**config.mk**
```make
export PLATFORM = sky130hd
export DESIGN_NAME = bridge_clock_gate_error_status
export DESIGN_NICKNAME = d
export VERILOG_FILES = /design/src/rtl/bridge_clock_gate_error_status.v
export VERILOG_INCLUDE_DIRS = /design/src /design/src/inc
export SDC_FILE = /design/constraint.sdc
export NUM_CORES = 1
export LEC_CHECK = 0
export BUFFER_PORTS_ARGS = -buffer_cell sky130_fd_sc_hd__buf_2
export CAP_MARGIN = 10
export CORE_AREA = 5 5 146 148
export DETAILED_ROUTE_END_ITERATION = 7
export DIE_AREA = 0 0 151 153
export GPL_ROUTABILITY_DRIVEN = 0
export PLACE_DENSITY_LB_ADDON = 0.05
export SYNTH_ARGS = -nofsm -noshare
export SYNTH_HDL_FRONTEND = slang
export SYNTH_SLANG_ARGS = --single-unit
```
**constraint.sdc**
```tcl
create_clock -name aclk -period 3.36 [get_ports aclk]
set_clock_uncertainty 0.05 [all_clocks]
set_input_delay 0.504 -clock aclk [delete_from_list [all_inputs] [get_ports aclk]]
set_output_delay 0.504 -clock aclk [all_outputs]
set_load 0.02 [all_outputs]
```
**src/inc/bridge_regs.vh**
```
// register map, field positions, reset values and timing counts of the
// bridge clock-gate and error-cause bank; included by the bank itself.
`ifndef BRIDGE_REGS_VH
`define BRIDGE_REGS_VH

// ==========================================================
// register indices; byte address is four times the index
`define IDX_SEC_CLOCK_GATING 8'h68
`define IDX_PRIMARY_ERROR_CAUSE 8'h6A
`define IDX_POWER_CAP_ID 8'hDC
`define IDX_SERR_MASK 8'h70
`define IDX_IRQ_MASK 8'h71

// ==========================================================
// reset and constant values
`define RST_SEC_CLOCK_GATING 16'h0000
`define RST_PRIMARY_ERROR_CAUSE 8'h00
`define RST_SERR_MASK 8'h00
`define RST_IRQ_MASK 8'h00
`define VAL_POWER_CAP_ID 8'h01

// ==========================================================
// field layout
`define CLK_GATING_WRITABLE 16'h3FFF
`define ERR_CAUSE_WRITABLE 8'h7E
`define BIT_DR_TIMEOUT 6
`define BIT_DW_TIMEOUT 5
`define BIT_PW_MASTER_ABORT 4
`define BIT_PW_TARGET_ABORT 3
`define BIT_PW_TIMEOUT 2
`define BIT_PW_PARITY 1
`define POS_WIDE_GATES 8

// ==========================================================
// retry time-out: two to the twenty-fourth retries
`define RETRY_LIMIT_DEFAULT 25'h1000000

// ==========================================================
// bus answers
`define RESP_OKAY 2'h0
`define RESP_SLVERR 2'h2

`endif

```
**src/rtl/bridge_clock_gate_error_status.v**
```verilog
// register bank: secondary clock gating, error-cause capture with system
// error signalling, power-management capability identifier, AXI4-Lite slave.
// assumes one clock, error events from same-clock bridge logic as pulses.
`timescale 1ns/1ps
`default_nettype none
`include "bridge_regs.vh"

module bridge_clock_gate_error_status #(
	parameter [24:0] RETRY_LIMIT = `RETRY_LIMIT_DEFAULT // retries before time-out
) (
	input wire aclk, // bank clock
	input wire aresetn, // synchronous reset, active low
	input wire clk_en, // freezes all state while low
	input wire [31:0] s_axi_awaddr, // write address
	input wire s_axi_awvalid, // write address valid
	output reg s_axi_awready, // write address ready
	input wire [31:0] s_axi_wdata, // write data
	input wire [3:0] s_axi_wstrb, // write byte strobes
	input wire s_axi_wvalid, // write data valid
	output reg s_axi_wready, // write data ready
	output reg [1:0] s_axi_bresp, // write response
	output reg s_axi_bvalid, // write response valid
	input wire s_axi_bready, // write response ready
	input wire [31:0] s_axi_araddr, // read address
	input wire s_axi_arvalid, // read address valid
	output reg s_axi_arready, // read address ready
	output reg [31:0] s_axi_rdata, // read data
	output reg [1:0] s_axi_rresp, // read response
	output reg s_axi_rvalid, // read data valid
	input wire s_axi_rready, // read data ready
	input wire pw_parity_err, // posted write parity error pulse
	input wire pw_target_abort, // posted write target abort pulse
	input wire pw_master_abort, // posted write master abort pulse
	input wire pw_retry, // posted write retried pulse
	input wire pw_retry_done, // posted write completed, clears count
	input wire dw_retry, // delayed write retried pulse
	input wire dw_retry_done, // delayed write completed, clears count
	input wire dr_retry, // delayed read retried pulse
	input wire dr_retry_done, // delayed read completed, clears count
	output reg primary_system_error_out, // one-cycle system error pulse
	output reg irq, // level interrupt
	output wire sec_clk_out_0, // secondary clock 0
	output wire sec_clk_out_1, // secondary clock 1
	output wire sec_clk_out_2, // secondary clock 2
	output wire sec_clk_out_3, // secondary clock 3
	output wire sec_clk_out_4, // secondary clock 4
	output wire sec_clk_out_5, // secondary clock 5
	output wire sec_clk_out_6, // secondary clock 6
	output wire sec_clk_out_7, // secondary clock 7
	output wire sec_clk_out_8, // secondary clock 8
	output wire sec_clk_out_9 // secondary clock 9
);

	// ==========================================================
	// helpers
	function [7:0] merge_byte;
		input [7:0] old_val;
		input [7:0] new_val;
		input lane;
		begin
			merge_byte = lane ? new_val : old_val;
		end
	endfunction

	// registers sit on whole words; any other byte address misses
	function hits;
		input [31:0] addr;
		input [7:0] idx;
		begin
			hits = (addr == {22'h0, idx, 2'h0});
		end
	endfunction

	// stop mask per output from the gating register
	function [9:0] clock_stops;
		input [15:0] ctl;
		integer k;
		begin
			for (k = 0; k < 4; k = k + 1) begin
				clock_stops[k] = ctl[2 * k] & ctl[2 * k + 1];
			end
			clock_stops[9:4] = ctl[13:8];
		end
	endfunction

	function [24:0] next_retry;
		input [24:0] cnt;
		begin
			next_retry = cnt + 25'h0000001;
		end
	endfunction

	// ==========================================================
	// registers
	reg [15:0] sec_clock_gating;
	reg [7:0] primary_error_cause;
	reg [7:0] serr_mask;
	reg [7:0] irq_mask;
	reg [24:0] pw_retry_cnt;
	reg [24:0] dw_retry_cnt;
	reg [24:0] dr_retry_cnt;
	reg clk_phase;
	reg [9:0] sec_clk;

	// write channel holding state
	reg aw_full;
	reg w_full;
	reg [31:0] wr_addr;
	reg [31:0] wr_data;
	reg [3:0] wr_strb;

	wire aw_take = s_axi_awvalid & s_axi_awready;
	wire w_take = s_axi_wvalid & s_axi_wready;
	wire wr_commit = aw_full & w_full & ~s_axi_bvalid;
	wire ar_take = s_axi_arvalid & s_axi_arready;

	wire wr_clk = hits(wr_addr, `IDX_SEC_CLOCK_GATING);
	wire wr_cause = hits(wr_addr, `IDX_PRIMARY_ERROR_CAUSE);
	wire wr_cap = hits(wr_addr, `IDX_POWER_CAP_ID);
	wire wr_smask = hits(wr_addr, `IDX_SERR_MASK);
	wire wr_imask = hits(wr_addr, `IDX_IRQ_MASK);
	wire wr_mapped = wr_clk | wr_cause | wr_cap | wr_smask | wr_imask;

	// ==========================================================
	// error events and retry time-outs
	wire pw_timeout = pw_retry & (next_retry(pw_retry_cnt) == RETRY_LIMIT);
	wire dw_timeout = dw_retry & (next_retry(dw_retry_cnt) == RETRY_LIMIT);
	wire dr_timeout = dr_retry & (next_retry(dr_retry_cnt) == RETRY_LIMIT);

	reg [7:0] raw_events;
	always @* begin
		raw_events = 8'h00;
		raw_events[`BIT_DR_TIMEOUT] = dr_timeout;
		raw_events[`BIT_DW_TIMEOUT] = dw_timeout;
		raw_events[`BIT_PW_MASTER_ABORT] = pw_master_abort;
		raw_events[`BIT_PW_TARGET_ABORT] = pw_target_abort;
		raw_events[`BIT_PW_TIMEOUT] = pw_timeout;
		raw_events[`BIT_PW_PARITY] = pw_parity_err;
	end

	// only unmasked causes signal and get recorded
	wire [7:0] signalled = raw_events & ~serr_mask & `ERR_CAUSE_WRITABLE;

	// write-one-to-clear; a same-cycle event wins over the clear
	wire [7:0] cause_clear = (wr_commit & wr_cause & wr_strb[0]) ? wr_data[7:0] : 8'h00;
	wire [7:0] next_cause = ((primary_error_cause & ~cause_clear) | signalled)
		& `ERR_CAUSE_WRITABLE;

	// ==========================================================
	// retry counters
	// one bit wider than the limit so two to the twenty-fourth fits
	// a completed transfer clears its count, so time-outs need unbroken retries
	always @(posedge aclk) begin
		if (!aresetn) begin
			pw_retry_cnt <= 25'h0000000;
			dw_retry_cnt <= 25'h0000000;
			dr_retry_cnt <= 25'h0000000;
		end else if (clk_en) begin
			if (pw_retry_done || pw_timeout) begin
				pw_retry_cnt <= 25'h0000000;
			end else if (pw_retry) begin
				pw_retry_cnt <= next_retry(pw_retry_cnt);
			end
			if (dw_retry_done || dw_timeout) begin
				dw_retry_cnt <= 25'h0000000;
			end else if (dw_retry) begin
				dw_retry_cnt <= next_retry(dw_retry_cnt);
			end
			if (dr_retry_done || dr_timeout) begin
				dr_retry_cnt <= 25'h0000000;
			end else if (dr_retry) begin
				dr_retry_cnt <= next_retry(dr_retry_cnt);
			end
		end
	end

	// ==========================================================
	// status, masks, system error and interrupt
	// masks keep only the six cause bits; reserved bits stay zero
	always @(posedge aclk) begin
		if (!aresetn) begin
			primary_error_cause <= `RST_PRIMARY_ERROR_CAUSE;
			serr_mask <= `RST_SERR_MASK;
			irq_mask <= `RST_IRQ_MASK;
			primary_system_error_out <= 1'b0;
			irq <= 1'b0;
		end else if (clk_en) begin
			primary_error_cause <= next_cause;
			primary_system_error_out <= |signalled;
			irq <= |(next_cause & irq_mask);
			if (wr_commit && wr_smask && wr_strb[0]) begin
				serr_mask <= wr_data[7:0] & `ERR_CAUSE_WRITABLE;
			end
			if (wr_commit && wr_imask && wr_strb[0]) begin
				irq_mask <= wr_data[7:0] & `ERR_CAUSE_WRITABLE;
			end
		end
	end

	// ==========================================================
	// clock gating register and secondary clocks
	wire [15:0] next_gating = {merge_byte(sec_clock_gating[15:8], wr_data[15:8], wr_strb[1]),
		merge_byte(sec_clock_gating[7:0], wr_data[7:0], wr_strb[0])} & `CLK_GATING_WRITABLE;
	wire [9:0] stops = clock_stops(sec_clock_gating);

	always @(posedge aclk) begin
		if (!aresetn) begin
			sec_clock_gating <= `RST_SEC_CLOCK_GATING;
			clk_phase <= 1'b0;
			sec_clk <= 10'h000;
		end else if (clk_en) begin
			if (wr_commit && wr_clk) begin
				sec_clock_gating <= next_gating;
			end
			clk_phase <= ~clk_phase;
			// stopped outputs sit high, running ones follow aclk / 2
			// a gate change acts at one edge, so no pulse is shorter than a cycle
			sec_clk <= stops | {10{~clk_phase}};
		end
	end

	assign sec_clk_out_0 = sec_clk[0];
	assign sec_clk_out_1 = sec_clk[1];
	assign sec_clk_out_2 = sec_clk[2];
	assign sec_clk_out_3 = sec_clk[3];
	assign sec_clk_out_4 = sec_clk[4];
	assign sec_clk_out_5 = sec_clk[5];
	assign sec_clk_out_6 = sec_clk[6];
	assign sec_clk_out_7 = sec_clk[7];
	assign sec_clk_out_8 = sec_clk[8];
	assign sec_clk_out_9 = sec_clk[9];

	// ==========================================================
	// write channel
	// address and data may arrive in either order; commit waits for both
	always @(posedge aclk) begin
		if (!aresetn) begin
			aw_full <= 1'b0;
			w_full <= 1'b0;
			wr_addr <= 32'h00000000;
			wr_data <= 32'h00000000;
			wr_strb <= 4'h0;
			s_axi_awready <= 1'b0;
			s_axi_wready <= 1'b0;
			s_axi_bvalid <= 1'b0;
			s_axi_bresp <= `RESP_OKAY;
		end else if (clk_en) begin
			if (!aw_full && !s_axi_bvalid) begin
				s_axi_awready <= ~aw_take;
			end
			if (!w_full && !s_axi_bvalid) begin
				s_axi_wready <= ~w_take;
			end
			if (aw_take) begin
				aw_full <= 1'b1;
				wr_addr <= s_axi_awaddr;
			end
			if (w_take) begin
				w_full <= 1'b1;
				wr_data <= s_axi_wdata;
				wr_strb <= s_axi_wstrb;
			end
			if (wr_commit) begin
				aw_full <= 1'b0;
				w_full <= 1'b0;
				s_axi_bvalid <= 1'b1;
				s_axi_bresp <= wr_mapped ? `RESP_OKAY : `RESP_SLVERR;
			end else if (s_axi_bvalid && s_axi_bready) begin
				s_axi_bvalid <= 1'b0;
				s_axi_bresp <= `RESP_OKAY;
				s_axi_awready <= 1'b1;
				s_axi_wready <= 1'b1;
			end
		end
	end

	// ==========================================================
	// read channel
	// read data captured at the address handshake, held until taken
	reg [31:0] rd_word;
	reg rd_mapped;
	always @* begin
		rd_word = 32'h00000000;
		rd_mapped = 1'b1;
		if (hits(s_axi_araddr, `IDX_SEC_CLOCK_GATING)) begin
			rd_word = {16'h0000, sec_clock_gating & `CLK_GATING_WRITABLE};
		end else if (hits(s_axi_araddr, `IDX_PRIMARY_ERROR_CAUSE)) begin
			rd_word = {24'h000000, primary_error_cause & `ERR_CAUSE_WRITABLE};
		end else if (hits(s_axi_araddr, `IDX_POWER_CAP_ID)) begin
			rd_word = {24'h000000, `VAL_POWER_CAP_ID};
		end else if (hits(s_axi_araddr, `IDX_SERR_MASK)) begin
			rd_word = {24'h000000, serr_mask};
		end else if (hits(s_axi_araddr, `IDX_IRQ_MASK)) begin
			rd_word = {24'h000000, irq_mask};
		end else begin
			rd_mapped = 1'b0;
		end
	end

	always @(posedge aclk) begin
		if (!aresetn) begin
			s_axi_arready <= 1'b0;
			s_axi_rvalid <= 1'b0;
			s_axi_rdata <= 32'h00000000;
			s_axi_rresp <= `RESP_OKAY;
		end else if (clk_en) begin
			if (ar_take) begin
				s_axi_arready <= 1'b0;
				s_axi_rvalid <= 1'b1;
				s_axi_rdata <= rd_word;
				s_axi_rresp <= rd_mapped ? `RESP_OKAY : `RESP_SLVERR;
			end else if (s_axi_rvalid && s_axi_rready) begin
				s_axi_rvalid <= 1'b0;
				s_axi_rdata <= 32'h00000000;
				s_axi_rresp <= `RESP_OKAY;
				s_axi_arready <= 1'b1;
			end else if (!s_axi_rvalid) begin
				s_axi_arready <= 1'b1;
			end
		end
	end

endmodule // bridge_clock_gate_error_status

`default_nettype wire

```
## Word level (Yosys, flattened, before mapping)

Index checks and enable logic that the tools add are counted.

- Register bits after elaboration: 211
- Output and inout port bits: 53
- Bits of input ports: 117
- Word-level logic and storage cells: 151

- Bitwise logic cells: 29
- Mux-type cells: 42
- Add/subtract/negate cells: 3
- Reduce and logical (&&, ||, !) cells: 38
- Eq/ne operators: 14

Operators with widths:

| cell | count |
|---|---|
| equality test 32 x 9 -> 1 bit (second input constant) | 8 |
| two-way mux 25 bit | 6 |
| two-way mux 32 bit | 3 |
| adder 25 x 1 -> 25 bit (second input constant) | 3 |
| equality test 25 bit (second input constant) | 3 |
| equality test 32 x 10 -> 1 bit (second input constant) | 2 |
| two-way mux 7 bit | 5 |
| AND reduction 2 bit | 12 |
| two-way mux 1 bit | 22 |
| bitwise AND 7 bit | 3 |
| bitwise AND 1 bit | 14 |
| NOT 7 bit | 2 |
| nonzero test 2 bit | 7 |
| two-way mux 2 bit | 6 |
| OR 10 bit | 1 |
| logical AND 1 bit | 9 |
| OR reduction 8 bit | 1 |
| OR 7 bit | 1 |
| AND reduction 3 bit | 2 |
| OR reduction 6 bit | 1 |
| NOT 1 bit | 4 |
| OR 1 bit | 4 |
| logical NOT 1 bit | 3 |
| logical OR 1 bit | 3 |
| inequality test 3 x 1 -> 1 bit (second input constant) | 1 |

## Depth between registers and ports, before layout

Gate-level depths: netlist of the first run.

- Word-level depth: 10
- Gate-level depth with buffers: 11
- Gate-level depth less buffers: 9

## Worst setup path after synthesis of the first run

No wires, ideal clock.

- Kind: register -> register
- Start: register dw_retry_cnt[4]
- End: register dw_retry_cnt[13]
- Slack: 0.483 ns
- Cell stages (with the launch flop): 11
- Arrival: 2.695 ns
- Clock period less this slack: 2.877 ns
- Data required time: 3.178 ns
- Path buffers: 2
- Library setup time: 0.132 ns
- Path through: dfxtp_1 buf_2 nand4_1 nor3_1 nand4_1 xnor2_1 a2111oi_0 a41oi_2 buf_2 a31oi_1 a21oi_1

- Longest elaborated chain between the ends: 6
- Elaborated cells between the ends (all ways): 8
- Classes of those cells: add/sub: 1; eq/ne: 1; mux: 2; bitwise: 1; reduce/logical: 3

Ends and longest elaborated chain:

| element | RTL line | RTL |
|---|---|---|
| start, declared | bridge_clock_gate_error_status.v:100 | `reg [24:0] dw_retry_cnt;` |
| start signal, assigned | bridge_clock_gate_error_status.v:167 | `dw_retry_cnt <= next_retry(dw_retry_cnt);` |
| adder 25 x 1 -> 25 bit (*) | bridge_clock_gate_error_status.v:89 | `next_retry = cnt + 25'h0000001;` |
| equality test 25 bit | bridge_clock_gate_error_status.v:127 | `wire dw_timeout = dw_retry & (next_retry(dw_retry_cnt) == RETRY_LIMIT);` |
| bitwise AND 1 bit | bridge_clock_gate_error_status.v:127 |  |
| logical OR 1 bit | bridge_clock_gate_error_status.v:164 | `if (dw_retry_done \|\| dw_timeout) begin` |
| nonzero test 2 bit (no line) | n/a |  |
| AND reduction 2 bit (no line) | n/a |  |

Mark *: on every way between the ends. The rest lies on a longest branch, timed or not. The select of a mux whose other input is x is not followed.
A chain may end at the register's enable or synchronous reset.

## Final worst setup path of the first run

- Start: register pw_retry_cnt[7]
- End: register pw_retry_cnt[16]

- Longest elaborated chain between the ends: 6
- Elaborated cells between the ends (all ways): 8
- Classes of those cells: add/sub: 1; eq/ne: 1; mux: 2; bitwise: 1; reduce/logical: 3

Ends and longest elaborated chain:

| element | RTL line | RTL |
|---|---|---|
| start, declared | bridge_clock_gate_error_status.v:99 | `reg [24:0] pw_retry_cnt;` |
| start signal, assigned | bridge_clock_gate_error_status.v:162 | `pw_retry_cnt <= next_retry(pw_retry_cnt);` |
| adder 25 x 1 -> 25 bit (*) | bridge_clock_gate_error_status.v:89 |  |
| equality test 25 bit | bridge_clock_gate_error_status.v:126 | `wire pw_timeout = pw_retry & (next_retry(pw_retry_cnt) == RETRY_LIMIT);` |
| bitwise AND 1 bit | bridge_clock_gate_error_status.v:126 |  |
| logical OR 1 bit | bridge_clock_gate_error_status.v:159 | `if (pw_retry_done \|\| pw_timeout) begin` |
| nonzero test 2 bit (no line) | n/a |  |
| AND reduction 2 bit (no line) | n/a |  |

Marks and branches as above.

==> results.md, run 1 <==
- H-tree depth: 4
- Largest vdd supply drop: roughly 0.37 mV
- Largest net degree at the start of global routing: slightly above 90
- Part of the cycle the worst path needs: between 90 and 100%
- CP Buf/Inv Count: 1
- Main flop type after synthesis: dfxtp_1
- Endpoints failing hold: 0
- Top delay family on crit path: simple AND/OR/NAND/NOR gates
- Routed len/inst: around 16 um
- Syn. warnings: 0
- HPWL after DPL: 18.93 mm
- Diodes inserted: 0
- Die Ht: roughly 150 um
- Setup TNS after final layout: 0 ps
- GRT Total Usage: 23.55%
- Hold buffers post-CTS: 0
- Crit. End Element: flop
- WP data required: roughly 3600 ps
- Area of the multi-input gates: slightly above 0.006 mm2
- Relative slew slack: around a third
- Status: finished, final reports clean
- Die width: ~150 um
- CTS Buffer Depth: 2
- Syn_area_per_cell: ~7.6 um2
- Drt pass-1 iters: 5
- Root buffer cell: clkbuf_16
- Place WS: around 81 ps
- Netlist cell types: 75
- Overflow after GRT: 0
- Vias/cell: ~5.8
- PwrDens: between 300 and 400 mW/mm2
- Via count: between 10k and 15k
- Core area: about 0.02 mm2
- WL final: 27.42 mm
- Crit-path max FO: 10
- # DRC: 0
- Die area: between 0.02 and 0.025 mm2
- Yosys top cell area share: a little over a third
- Synth cell count leaders: 223 x nand2_1, 191 x dfxtp_1, 125 x nor2_1
- RSZ-0062 raised after global routing: false
- Min cycle time layout: about 3100 ps
- Layout area overhead: 14.29%
- Sequential share of the synthesized area: between 30% and 40%
- PostCTS Resize Cnt: 0
- Crit-path cells: nand3_2, nor4_4, or3b_1, or3_1, a211oi_2, a21o_2, buf_4, o22ai_1, o21a_1
- Asr flop ratio synth: 0%
- Post-CTS setup buffer count: 0
- Netlist Area Pre-Place: ~0.010 mm2
- Crit path max-delay cell type: dfxtp_1
- Pleak: 0.004369 uW
- Nets: about 1.6k
- CTS tree: yes
- Register area: around 0.0038 mm2
- Synth area leaders: dfxtp_1 37%, nand2_1 8.0%, a21oi_1 5.9%
- Initial antenna violation count: 1
- Worst Setup Start Kind: flop
- DP Cell Count: between 1.5k and 2k
- DRT iter0 DRCs: between 600 and 700
- Port Buf Inserts: 129
- MaxCap Viol Count: 0
- Post-synth EDFFs: 0
- Flops & latches, synth: roughly 190
- Arr. time, crit path: roughly 3400 ps
- Max incr delay on CP: roughly 480 ps
- Share of cells above drive strength 1: around 16%
- Setup Crit Path Kind: reg -> reg
- Vias in the first global route: between 9k and 10k
- First-pass GRT wire length: 46.14 mm
- Cell Rows: 52
- Most frequent cell after synthesis: nand2_1
- Leading area contributor after synthesis: dfxtp_1
- Num Clock Sinks: between 150 and 200
- Clk slew on worst S/H paths: 80 ps
- Io pins: 170
- Initial cell density of the core: a little over half
- Fmax: between 0.3 and 0.4 GHz
- Post-route ant nets: 0
- TritonCTS Buffers: 17
- Layout Cells excl Fill: between 1.5k and 2k
- Slew @ Worst Pin: around 1000 ps
- Pins Over Slew Limit: 0
- Fillers: 1882
- Mapped Cells: 1386
- Final setup margin: approximately 220 ps
- HP Class: in -> reg
- Worst-Skew Late Latency: ~440 ps
- Final setup vio count: 0
-- layer usage --
layer  vias up  GRT usage (%)  routed length [um]
met2       230          39.17               13150
met1      4809          31.70               12580
met3        24          4.708                1424
li1       5138              -                   -
met4         2          4.879                 257
met5         -              0                  13
-- layout make-up --
cell class	count	area share (%)
multi-input combinational	1065	50.67
sequential	191	31.95
timing repair buffer	181	8.867
clock buffer	18	3.586
tap	270	2.823
clock inverter	14	1.422
inverter	21	0.6796
-- power by group --
| part | internal, uW | leakage, uW | switching (uW) | total (uW) |
|---|---|---|---|---|
| clock | 1010 | 0.000289 | 1010 | 2020 |
| sequential | 2300 | 0.00155 | 31.8 | 2330 |
| combinational | 125 | 0.00253 | 251 | 376 |
| total | 3430 | 0.00437 | 1290 | 4730 |
-- cell usage in the layout (no fill, tap or decap), types with 5 or more instances in the layout --
master / synthesis / layout
nand4b_1: 10 / 10
inv_1: 21 / 20
nor2b_1: 20 / 20
a211oi_1: 5 / 5
buf_2: 24 / 129
and4_1: 12 / 12
a21oi_1: 124 / 122
nand4_1: 44 / 44
dfxtp_1: 191 / 191
mux2i_1: 35 / 35
ha_1: 6 / 6
o31a_1: 5 / 5
o21ai_1: 11 / 11
nor2_1: 125 / 125
xnor2_1: 22 / 22
nand2b_1: 9 / 9
buf_4: 22 / 50
and2_1: 14 / 14
or3_1: 12 / 12
conb_1: 1 / 20
nand2_1: 223 / 223
nor3_1: 44 / 44
o2bb2ai_1: 5 / 5
a31oi_1: 40 / 40
nor3b_1: 12 / 12
o211ai_1: 13 / 13
a22oi_1: 13 / 13
o21ai_0: 29 / 29
o21a_1: 12 / 12
a32o_1: 6 / 6
or4_1: 11 / 11
nor4_1: 30 / 28
clkbuf_16: 0 / 17
nand3_1: 54 / 54
o22ai_1: 15 / 15
clkinv_8: 0 / 5
and3_1: 17 / 17
-- worst min-delay path, delay by kind of cell --
| kind | cells | cell delay [ps] |
|---|---|---|
| AOI/OAI and AO/OA | 1 | 50 |
| buffers and inverters | 1 | 90 |
| and+or+nand+nor | 1 | 40 |
-- state kept, by name (all words and copies together) (netlist names), 2 cells and up --
signal / flops
wr_addr: 32
dr_retry_cnt: 25
dw_retry_cnt: 25
pw_retry_cnt: 25
s_axi_rdata: 14
sec_clock_gating: 14
wr_data: 14
sec_clk: 10
irq_mask: 6
primary_error_cause: 6
serr_mask: 6
wr_strb: 2
-- stage by stage --
stage / hold slack, ps / utilization, % / power (uW) / instance area [um2]
floorplan: 381.6 / - / 2626 / 10540
global placement: 390.6 / 56.96 / 2756 / 11340
detailed placement: 393.2 / 56.96 / 2760 / 11340
CTS: 232.1 / 59.97 / 4761 / 11940
global route: 229.2 / 60.11 / 4912 / 11970
finish: 240.7 / 60.11 / 4726 / 11970
-- final timing paths --
| path | end | depth (start not counted) | start | slack (ps) |
|---|---|---|---|---|
| setup / recovery | pw_retry_cnt[16] | 9 | pw_retry_cnt[7] | 220 |
| hold / removal | wr_addr[14] | 3 | s_axi_awaddr[14] | 240 |
| setup reg to reg | pw_retry_cnt[16] | 9 | pw_retry_cnt[7] | 220 |
| hold reg to reg | s_axi_rdata[2] | 2 | s_axi_rdata[2] | 410 |
-- cell families (layout without fill, tap and decap cells) --
kind of cell	Yosys count	in the layout	share of synthesized area [%]
buffers and inverters	149	234	6.513
DFF	191	191	36.52
other	1	20	0.03582
and+or+nand+nor	664	664	31.75
xor gates and xnor gates	25	25	2.091
muxes	35	35	3.346
AOI/OAI and AO/OA	315	315	19.03
adders and majority gates	6	6	0.7170
Note: power is estimated with default switching activity, not from simulation.
==> inputs of run 2 (changes only) <==
--- a/config.mk
+++ b/config.mk
@@ -8,9 +8,9 @@
 export LEC_CHECK = 0
 export BUFFER_PORTS_ARGS = -buffer_cell sky130_fd_sc_hd__buf_2
 export CAP_MARGIN = 10
-export CORE_AREA = 5 5 146 148
+export CORE_AREA = 5 5 151 153
 export DETAILED_ROUTE_END_ITERATION = 7
-export DIE_AREA = 0 0 151 153
+export DIE_AREA = 0 0 156 158
 export GPL_ROUTABILITY_DRIVEN = 0
 export PLACE_DENSITY_LB_ADDON = 0.05
 export SYNTH_ARGS = -nofsm -noshare
==> run 2 against run 1 <==
- global-route usage shrank 1.0 points
- count of clock-buffer cells in the layout unchanged
- worst hold slack hardly changed
- maximum frequency increased by 0.68%
- via count rose by 0.36%
- final cell count is 0.80% higher
- non-clock buffer count grew 4
- final area up 0.45%
- critical path type unchanged
- clock power is 2% higher
==> results.md, run 2 (same netlist as run 1, synthesis figures left out) <==
- Pleak: 0.004401 uW (was 0.004369 uW)
- Status: finished, final reports clean (unchanged)
- Via count: 10.24k (was 10.20k)
- Worst r2r src: dw_retry_cnt[4] (was pw_retry_cnt[7])
- Arr. time, crit path: 3340 ps (was 3420 ps)
- Crit-path cells: nand4_1, nor4_1, and2_1, a31oi_1, a2111oi_0, buf_4, a41oi_2, buf_4, a22oi_1, a21oi_1 (was nand3_2, nor4_4, or3b_1, or3_1, a211oi_2, a21o_2, buf_4, o22ai_1, o21a_1)
- Crit. End Element: flop (unchanged)
- CP most frequent cell: buf_4
- Diodes inserted: 0 (unchanged)
- Most frequent cells in the layout: 223 x nand2_1, 191 x dfxtp_1, 129 x buf_2 (unchanged)
- Final setup vio count: 0 (unchanged)
- Nets: 1604 (was 1600)
- DRT iter0 DRCs: 658 (was 637)
- Vias/cell: 5.772 (was 5.797)
- Initial antenna violation count: 1 (unchanged)
- Flop-to-flop setup slack: 240 ps (was 220 ps)
- Die Ht: 158 um (was 153 um)
- Port Buf Inserts: 129 (unchanged)
- # DRC: 0 (unchanged)
- Overflow after GRT: 0 (unchanged)
- Die area: 0.02465 mm2 (was 0.02310 mm2)
- Num Clock Sinks: 191 (unchanged)
- Endpoints failing hold: 0 (unchanged)
- H-tree depth: 4 (unchanged)
- Post-route ant nets: 0 (unchanged)
- Max incr delay on CP: 560 ps (was 480 ps)
- Slew @ Worst Pin: 959.7 ps (was 1009 ps)
- First-pass GRT wire length: 46.69 mm (was 46.14 mm)
- Worst Setup Start Kind: flop (unchanged)
- HPWL after DPL: 19.51 mm (was 18.93 mm)
- Largest net degree at the start of global routing: 84 (was 91)
- PostCTS Resize Cnt: 0 (unchanged)
- Routed len/inst: 15.88 um (was 15.58 um)
- FF-to-FF path depth: 10 (was 9)
- Final hold slack: 240.5 ps (was 240.7 ps)
- R2r endpoint: dw_retry_cnt[20] (was pw_retry_cnt[16])
- Relative slew slack: 36.02% (was 32.70%)
- MaxCap Viol Count: 0 (unchanged)
- CTS tree: yes (unchanged)
- Crit path max-delay cell type: nor4_1 (was dfxtp_1)
- Setup Crit Path Kind: reg -> reg (unchanged)
- WP data required: 3580 ps (was 3630 ps)
- PwrDens: 396.8 mW/mm2 (was 395.0 mW/mm2)
- GRT Total Usage: 22.53% (was 23.55%)
- Fmax: 0.3204 GHz (was 0.3182 GHz)
- Vias in the first global route: 9523 (was 9629)
- Die width: 156 um (was 151 um)
- HP Class: in -> reg (unchanged)
- Largest vdd supply drop: 0.3316 mV (was 0.3688 mV)
- Setup TNS after final layout: 0 ps (unchanged)
- RSZ-0062 raised after global routing: false (unchanged)
- Top delay family on crit path: simple AND/OR/NAND/NOR gates (unchanged)
- Part of the cycle the worst path needs: 92.89% (was 93.52%)
- Hold buffers post-CTS: 0 (unchanged)
- Min cycle time layout: 3121 ps (was 3142 ps)
- Place WS: 153.2 ps (was 80.62 ps)
- Post-CTS setup buffer count: 0 (unchanged)
- Initial cell density of the core: 48.88% (was 52.59%)
- CP Buf/Inv Count: 2 (was 1)
- Pins Over Slew Limit: 0 (unchanged)
- Drt pass-1 iters: 5 (unchanged)
- Layout area overhead: 14.81% (was 14.29%)
- WHS Path Cells: 3 (unchanged)
- Worst-Skew Late Latency: 440 ps (about the same)
- TritonCTS Buffers: 17 (unchanged)
- Io pins: 170 (unchanged)
- Crit-path max FO: 27 (was 10)
- Core area: 0.02142 mm2 (was 0.01991 mm2)
- Hold Path End: wr_addr[19] (was wr_addr[14])
- Cell Rows: 54 (was 52)
- WL final: 28.17 mm (was 27.42 mm)
- Final setup margin: 238.9 ps (was 217.6 ps)
- Share of cells above drive strength 1: 15.80% (was 15.77%)
- Hold_sp: s_axi_awaddr[19] (was s_axi_awaddr[14])
- Clk slew on worst S/H paths: 90 ps (was 80 ps)
- CTS Buffer Depth: 2 (unchanged)
- Max reg flops: 32 (unchanged)
- Top reg by flops: wr_addr (unchanged)
- Most common cell after layout, fill and taps aside: nand2_1 (unchanged)
- Root buffer cell: clkbuf_16 (unchanged)
run 2: changes by cell type in the layout (fill, tap and decap cells not counted), sizes merged:
cell    change
buf         +4
inv         +1
clkinv      -1
run 2: worst max path at each step:
| stage | depth (start not counted) | from | endpoint | slack, ps |
|---|---|---|---|---|
| global placement | 8 | dr_retry_cnt[9] | dr_retry_cnt[10] | 240 |
| CTS | 8 | dr_retry_cnt[9] | dr_retry_cnt[2] | 140 |
| floorplan | 10 | dw_retry_cnt[4] | dw_retry_cnt[13] | 480 |
| finish | 10 | dw_retry_cnt[4] | dw_retry_cnt[20] | 240 |
| global route | 10 | pw_retry_cnt[0] | pw_retry_cnt[16] | 9 |
| detailed placement | 8 | dr_retry_cnt[9] | dr_retry_cnt[17] | 150 |
run 2: tightest hold or removal path, delay by kind of cell:
kind	cells	cell delay, ps
buf+inv	1	90
simple gates	1	40
compound gates	1	50
run 2: through the flow:
step	area (um2)	std cells	power, uW	util [%]
floorplan	10540	1405	2626	-
global placement	11390	1742	2765	53.20
detailed placement	11390	1742	2768	53.20
CTS	12000	1774	4823	56.05
global route	12020	1774	4954	56.12
finish	12020	1774	4770	56.12
run 2: metal layers:
| layer | wire [um] | GRT usage, % |
|---|---|---|
| met1 | 13070 | 30.17 |
| met2 | 13190 | 37.75 |
| met3 | 1572 | 4.647 |
| met4 | 318 | 4.752 |
| met5 | 13 | 0 |
run 2: where the power goes:
| part | switching, uW | total, uW | internal [uW] |
|---|---|---|---|
| clock network | 1040 | 2060 | 1020 |
| logic | 254 | 381 | 127 |
| registers | 32.0 | 2330 | 2300 |
run 2: cell type report:
cell class / count / area, um2
multi-input combinational: 1065 / 6052
clock buffer: 18 / 429.2
clock inverter: 14 / 180.2
tap: 280 / 350.3
fill: 2092 / 9398
sequential: 191 / 3824
timing repair buffer: 185 / 1104
inverter: 21 / 81.33
==> inputs of run 3 (changes only) <==
--- a/config.mk
+++ b/config.mk
@@ -8,9 +8,9 @@
 export LEC_CHECK = 0
 export BUFFER_PORTS_ARGS = -buffer_cell sky130_fd_sc_hd__buf_2
 export CAP_MARGIN = 10
-export CORE_AREA = 5 5 151 153
+export CORE_AREA = 2 2 148 150
 export DETAILED_ROUTE_END_ITERATION = 7
-export DIE_AREA = 0 0 156 158
+export DIE_AREA = 0 0 150 152
 export GPL_ROUTABILITY_DRIVEN = 0
 export PLACE_DENSITY_LB_ADDON = 0.05
 export SYNTH_ARGS = -nofsm -noshare
==> constraint.sdc (replaced) <==
create_clock -name aclk -period 2.9 [get_ports aclk]
set_clock_uncertainty 0.05 [all_clocks]
set_input_delay 0.435 -clock aclk [delete_from_list [all_inputs] [get_ports aclk]]
set_output_delay 0.435 -clock aclk [all_outputs]
set_load 0.02 [all_outputs]
==> run 3 against run 2 <==
- sequential share of layout area shrank 1.5 points
- critical path depth stayed put
- wire length rose by 2.2%
- final area up 5.4%
- maximum frequency is 8.9% higher
- sequential power rose by 16%
- power is 19% higher
- die area down 7.5%
- final cell count grew 3.5%
- non-clock buffer count is 62 higher
- worst setup slack worse by 200 ps
- register-to-register slack worse by 200 ps
- critical endpoint is now dr_retry_cnt[12]
==> results.md, run 3 (same netlist as run 1, synthesis figures left out) <==
- Pleak: 0.004784 uW (was 0.004401 uW)
- WL final: 28.80 mm (was 28.17 mm)
- Vias in the first global route: 9696 (was 9523)
- Clk slew on worst S/H paths: 90 ps (about the same)
- Most common cell after layout, fill and taps aside: nand2_1 (unchanged)
- Num Clock Sinks: 191 (unchanged)
- Top layer in use: met4 (was met5)
- Fillers: 2043 (was 2092)
- Io pins: 170 (unchanged)
- WHS Path Cells: 3 (unchanged)
- GRT Total Usage: 25.34% (was 22.53%)
- Max incr delay on CP: 460 ps (was 560 ps)
- Root buffer cell: clkbuf_16 (unchanged)
- Via count: 10.43k (was 10.24k)
- Max reg flops: 32 (unchanged)
- Crit-path max FO: 14 (was 27)
- Place WS: -41.42 ps (was 153.2 ps)
- Die Ht: 152 um (was 158 um)
- RSZ-0062 raised after global routing: true (was false)
- Crit. End Element: flop (unchanged)
- Routed len/inst: 15.69 um (was 15.88 um)
- Setup Crit Path Kind: reg -> reg (unchanged)
- Power Total: 5683 uW (was 4770 uW)
- R2r endpoint: dr_retry_cnt[12] (was dw_retry_cnt[20])
- CP Buf/Inv Count: 2 (unchanged)
- Setup TNS after final layout: 0 ps (unchanged)
- PwrDens: 448.5 mW/mm2 (was 396.8 mW/mm2)
- Min cycle time layout: 2865 ps (was 3121 ps)
- DP Cell Count: 1790 (was 1742)
- Flop-to-flop setup slack: 30 ps (was 240 ps)
- Largest net degree at the start of global routing: 80 (was 84)
- Die area: 0.02280 mm2 (was 0.02465 mm2)
- # DRC: 0 (unchanged)
- M1 WL: 13.61 mm (was 13.07 mm)
- Worst Setup SP: dr_retry_cnt[11] (was dw_retry_cnt[4])
- Cell Rows: 54 (unchanged)
- Die width: 150 um (was 156 um)
- Post-route ant nets: 0 (unchanged)
- Vias/cell: 5.680 (was 5.772)
- Final setup margin: 34.90 ps (was 238.9 ps)
- Endpoints failing hold: 0 (unchanged)
- Hold_sp: s_axi_wdata[8] (was s_axi_awaddr[19])
- Most frequent cells in the layout: 222 x nand2_1, 178 x dfxtp_1, 129 x buf_2 (was 223 x nand2_1, 191 x dfxtp_1, 129 x buf_2)
- Arr. time, crit path: 3150 ps (was 3340 ps)
- Layout Cells excl Fill: 1836 (was 1774)
- Top delay family on crit path: compound AO/OA/AOI/OAI gates (was simple AND/OR/NAND/NOR gates)
- CTS tree: yes (unchanged)
- Drt pass-1 iters: 6 (was 5)
- Status: finished, final reports clean (unchanged)
- Worst Setup Start Kind: flop (unchanged)
- Pins Over Slew Limit: 0 (unchanged)
- Fmax: 0.3490 GHz (was 0.3204 GHz)
- Nets: 1666 (was 1604)
- Met2 WL: 13.51 mm (was 13.19 mm)
- Number of stages on the worst setup path: 10 (unchanged)
- Part of the cycle the worst path needs: 98.80% (was 92.89%)
- Hold Path End: wr_data[8] (was wr_addr[19])
- Length of routed met3 wiring: 1.384 mm (was 1.572 mm)
- HPWL after DPL: 19.63 mm (was 19.51 mm)
- Top reg by flops: wr_addr (unchanged)
- FF-to-FF path depth: 10 (unchanged)
- HP Class: in -> reg (unchanged)
- Overflow after GRT: 0 (unchanged)
- Core area: 0.02135 mm2 (was 0.02142 mm2)
- Largest vdd supply drop: 0.3878 mV (was 0.3316 mV)
- Initial cell density of the core: 49.04% (was 48.88%)
- TritonCTS Buffers: 17 (unchanged)
- Diodes inserted: 0 (unchanged)
- Worst-Skew Late Latency: 450 ps (was 440 ps)
- Crit-path cells: nand4_1, buf_4, or4_4, nor3_4, o211ai_1, a2111oi_4, a21o_2, buf_12, nor4_1, o31a_1 (was nand4_1, nor4_1, and2_1, a31oi_1, a2111oi_0, buf_4, a41oi_2, buf_4, a22oi_1, a21oi_1)
- Relative slew slack: 40.26% (was 36.02%)
- Share of cells above drive strength 1: 21.27% (was 15.80%)
- DRT iter0 DRCs: 666 (was 658)
- Port Buf Inserts: 129 (unchanged)
- First-pass GRT wire length: 47.95 mm (was 46.69 mm)
- CTS Buffer Depth: 2 (unchanged)
- Initial antenna violation count: 0 (was 1)
- Slew @ Worst Pin: 896.1 ps (was 959.7 ps)
- Layout area overhead: 21.01% (was 14.81%)
- Crit path max-delay cell type: or4_4 (was nor4_1)
- Final setup vio count: 0 (unchanged)
- Worst r2r src: dr_retry_cnt[11] (was dw_retry_cnt[4])
- H-tree depth: 4 (unchanged)
- WP data required: 3180 ps (was 3580 ps)
- Utilization after layout: 59.34% (was 56.12%)
- MaxCap Viol Count: 0 (unchanged)
-- run 3: changes by cell type in the layout (fill, tap and decap cells not counted), sizes merged --
cell,before,now
clkbuf,18,17
clkinvlp,0,1
buf,185,247
-- run 3: worst max-delay path by stage --
stage	end	slack, ps
2_1_floorplan	dw_retry_cnt[13]	20
3_3_place_gp	dw_retry_cnt[10]	-20
3_5_place_dp	dr_retry_cnt[2]	-40
4_1_cts	dr_retry_cnt[2]	7
5_1_grt	dr_retry_cnt[12]	-60
6_report	dr_retry_cnt[12]	30
-- run 3: metrics by stage --
step	area, um2	hold WS, ps
global placement	11780	388.8
finish	12670	159.8
floorplan	10540	381.6
CTS	12440	152.3
global route	12670	157.4
detailed placement	11780	397.8
-- run 3: repair_timing --
item,CTS,global route
setup buffers,0,14
gates resized for setup,3,39
setup endpoints to repair,8,59
pin swaps,0,20
hold buffers,0,0
-- run 3: final cells by class --
cell class / instances / area (um2) / share of cell area, %
clock buffers: 17 / 425.4 / 3.358
clock inverters: 15 / 222.7 / 1.758
inverters: 21 / 81.33 / 0.6419
multi-input cells: 1065 / 6143 / 48.49
flip-flops and latches: 191 / 3845 / 30.35
well taps: 280 / 350.3 / 2.765
repair buffers: 247 / 1602 / 12.64
-- run 3: report_power, final --
group / switching (uW) / internal, uW
sequential: 35.4 / 2660
clock: 1300 / 1210
combinational: 302 / 163
total: 1640 / 4040
-- run 3: routing by layer --
layer  track usage (%)  vias up
li1                  -     5268
met1             35.42     4892
met2             40.83      247
met3             4.535       22
met4             5.571        0
met5                 0        -
-- run 3: worst min-delay path, stage by stage --
cell	delay, ps
buf_2	90
nand2_1	40
a21oi_1	50
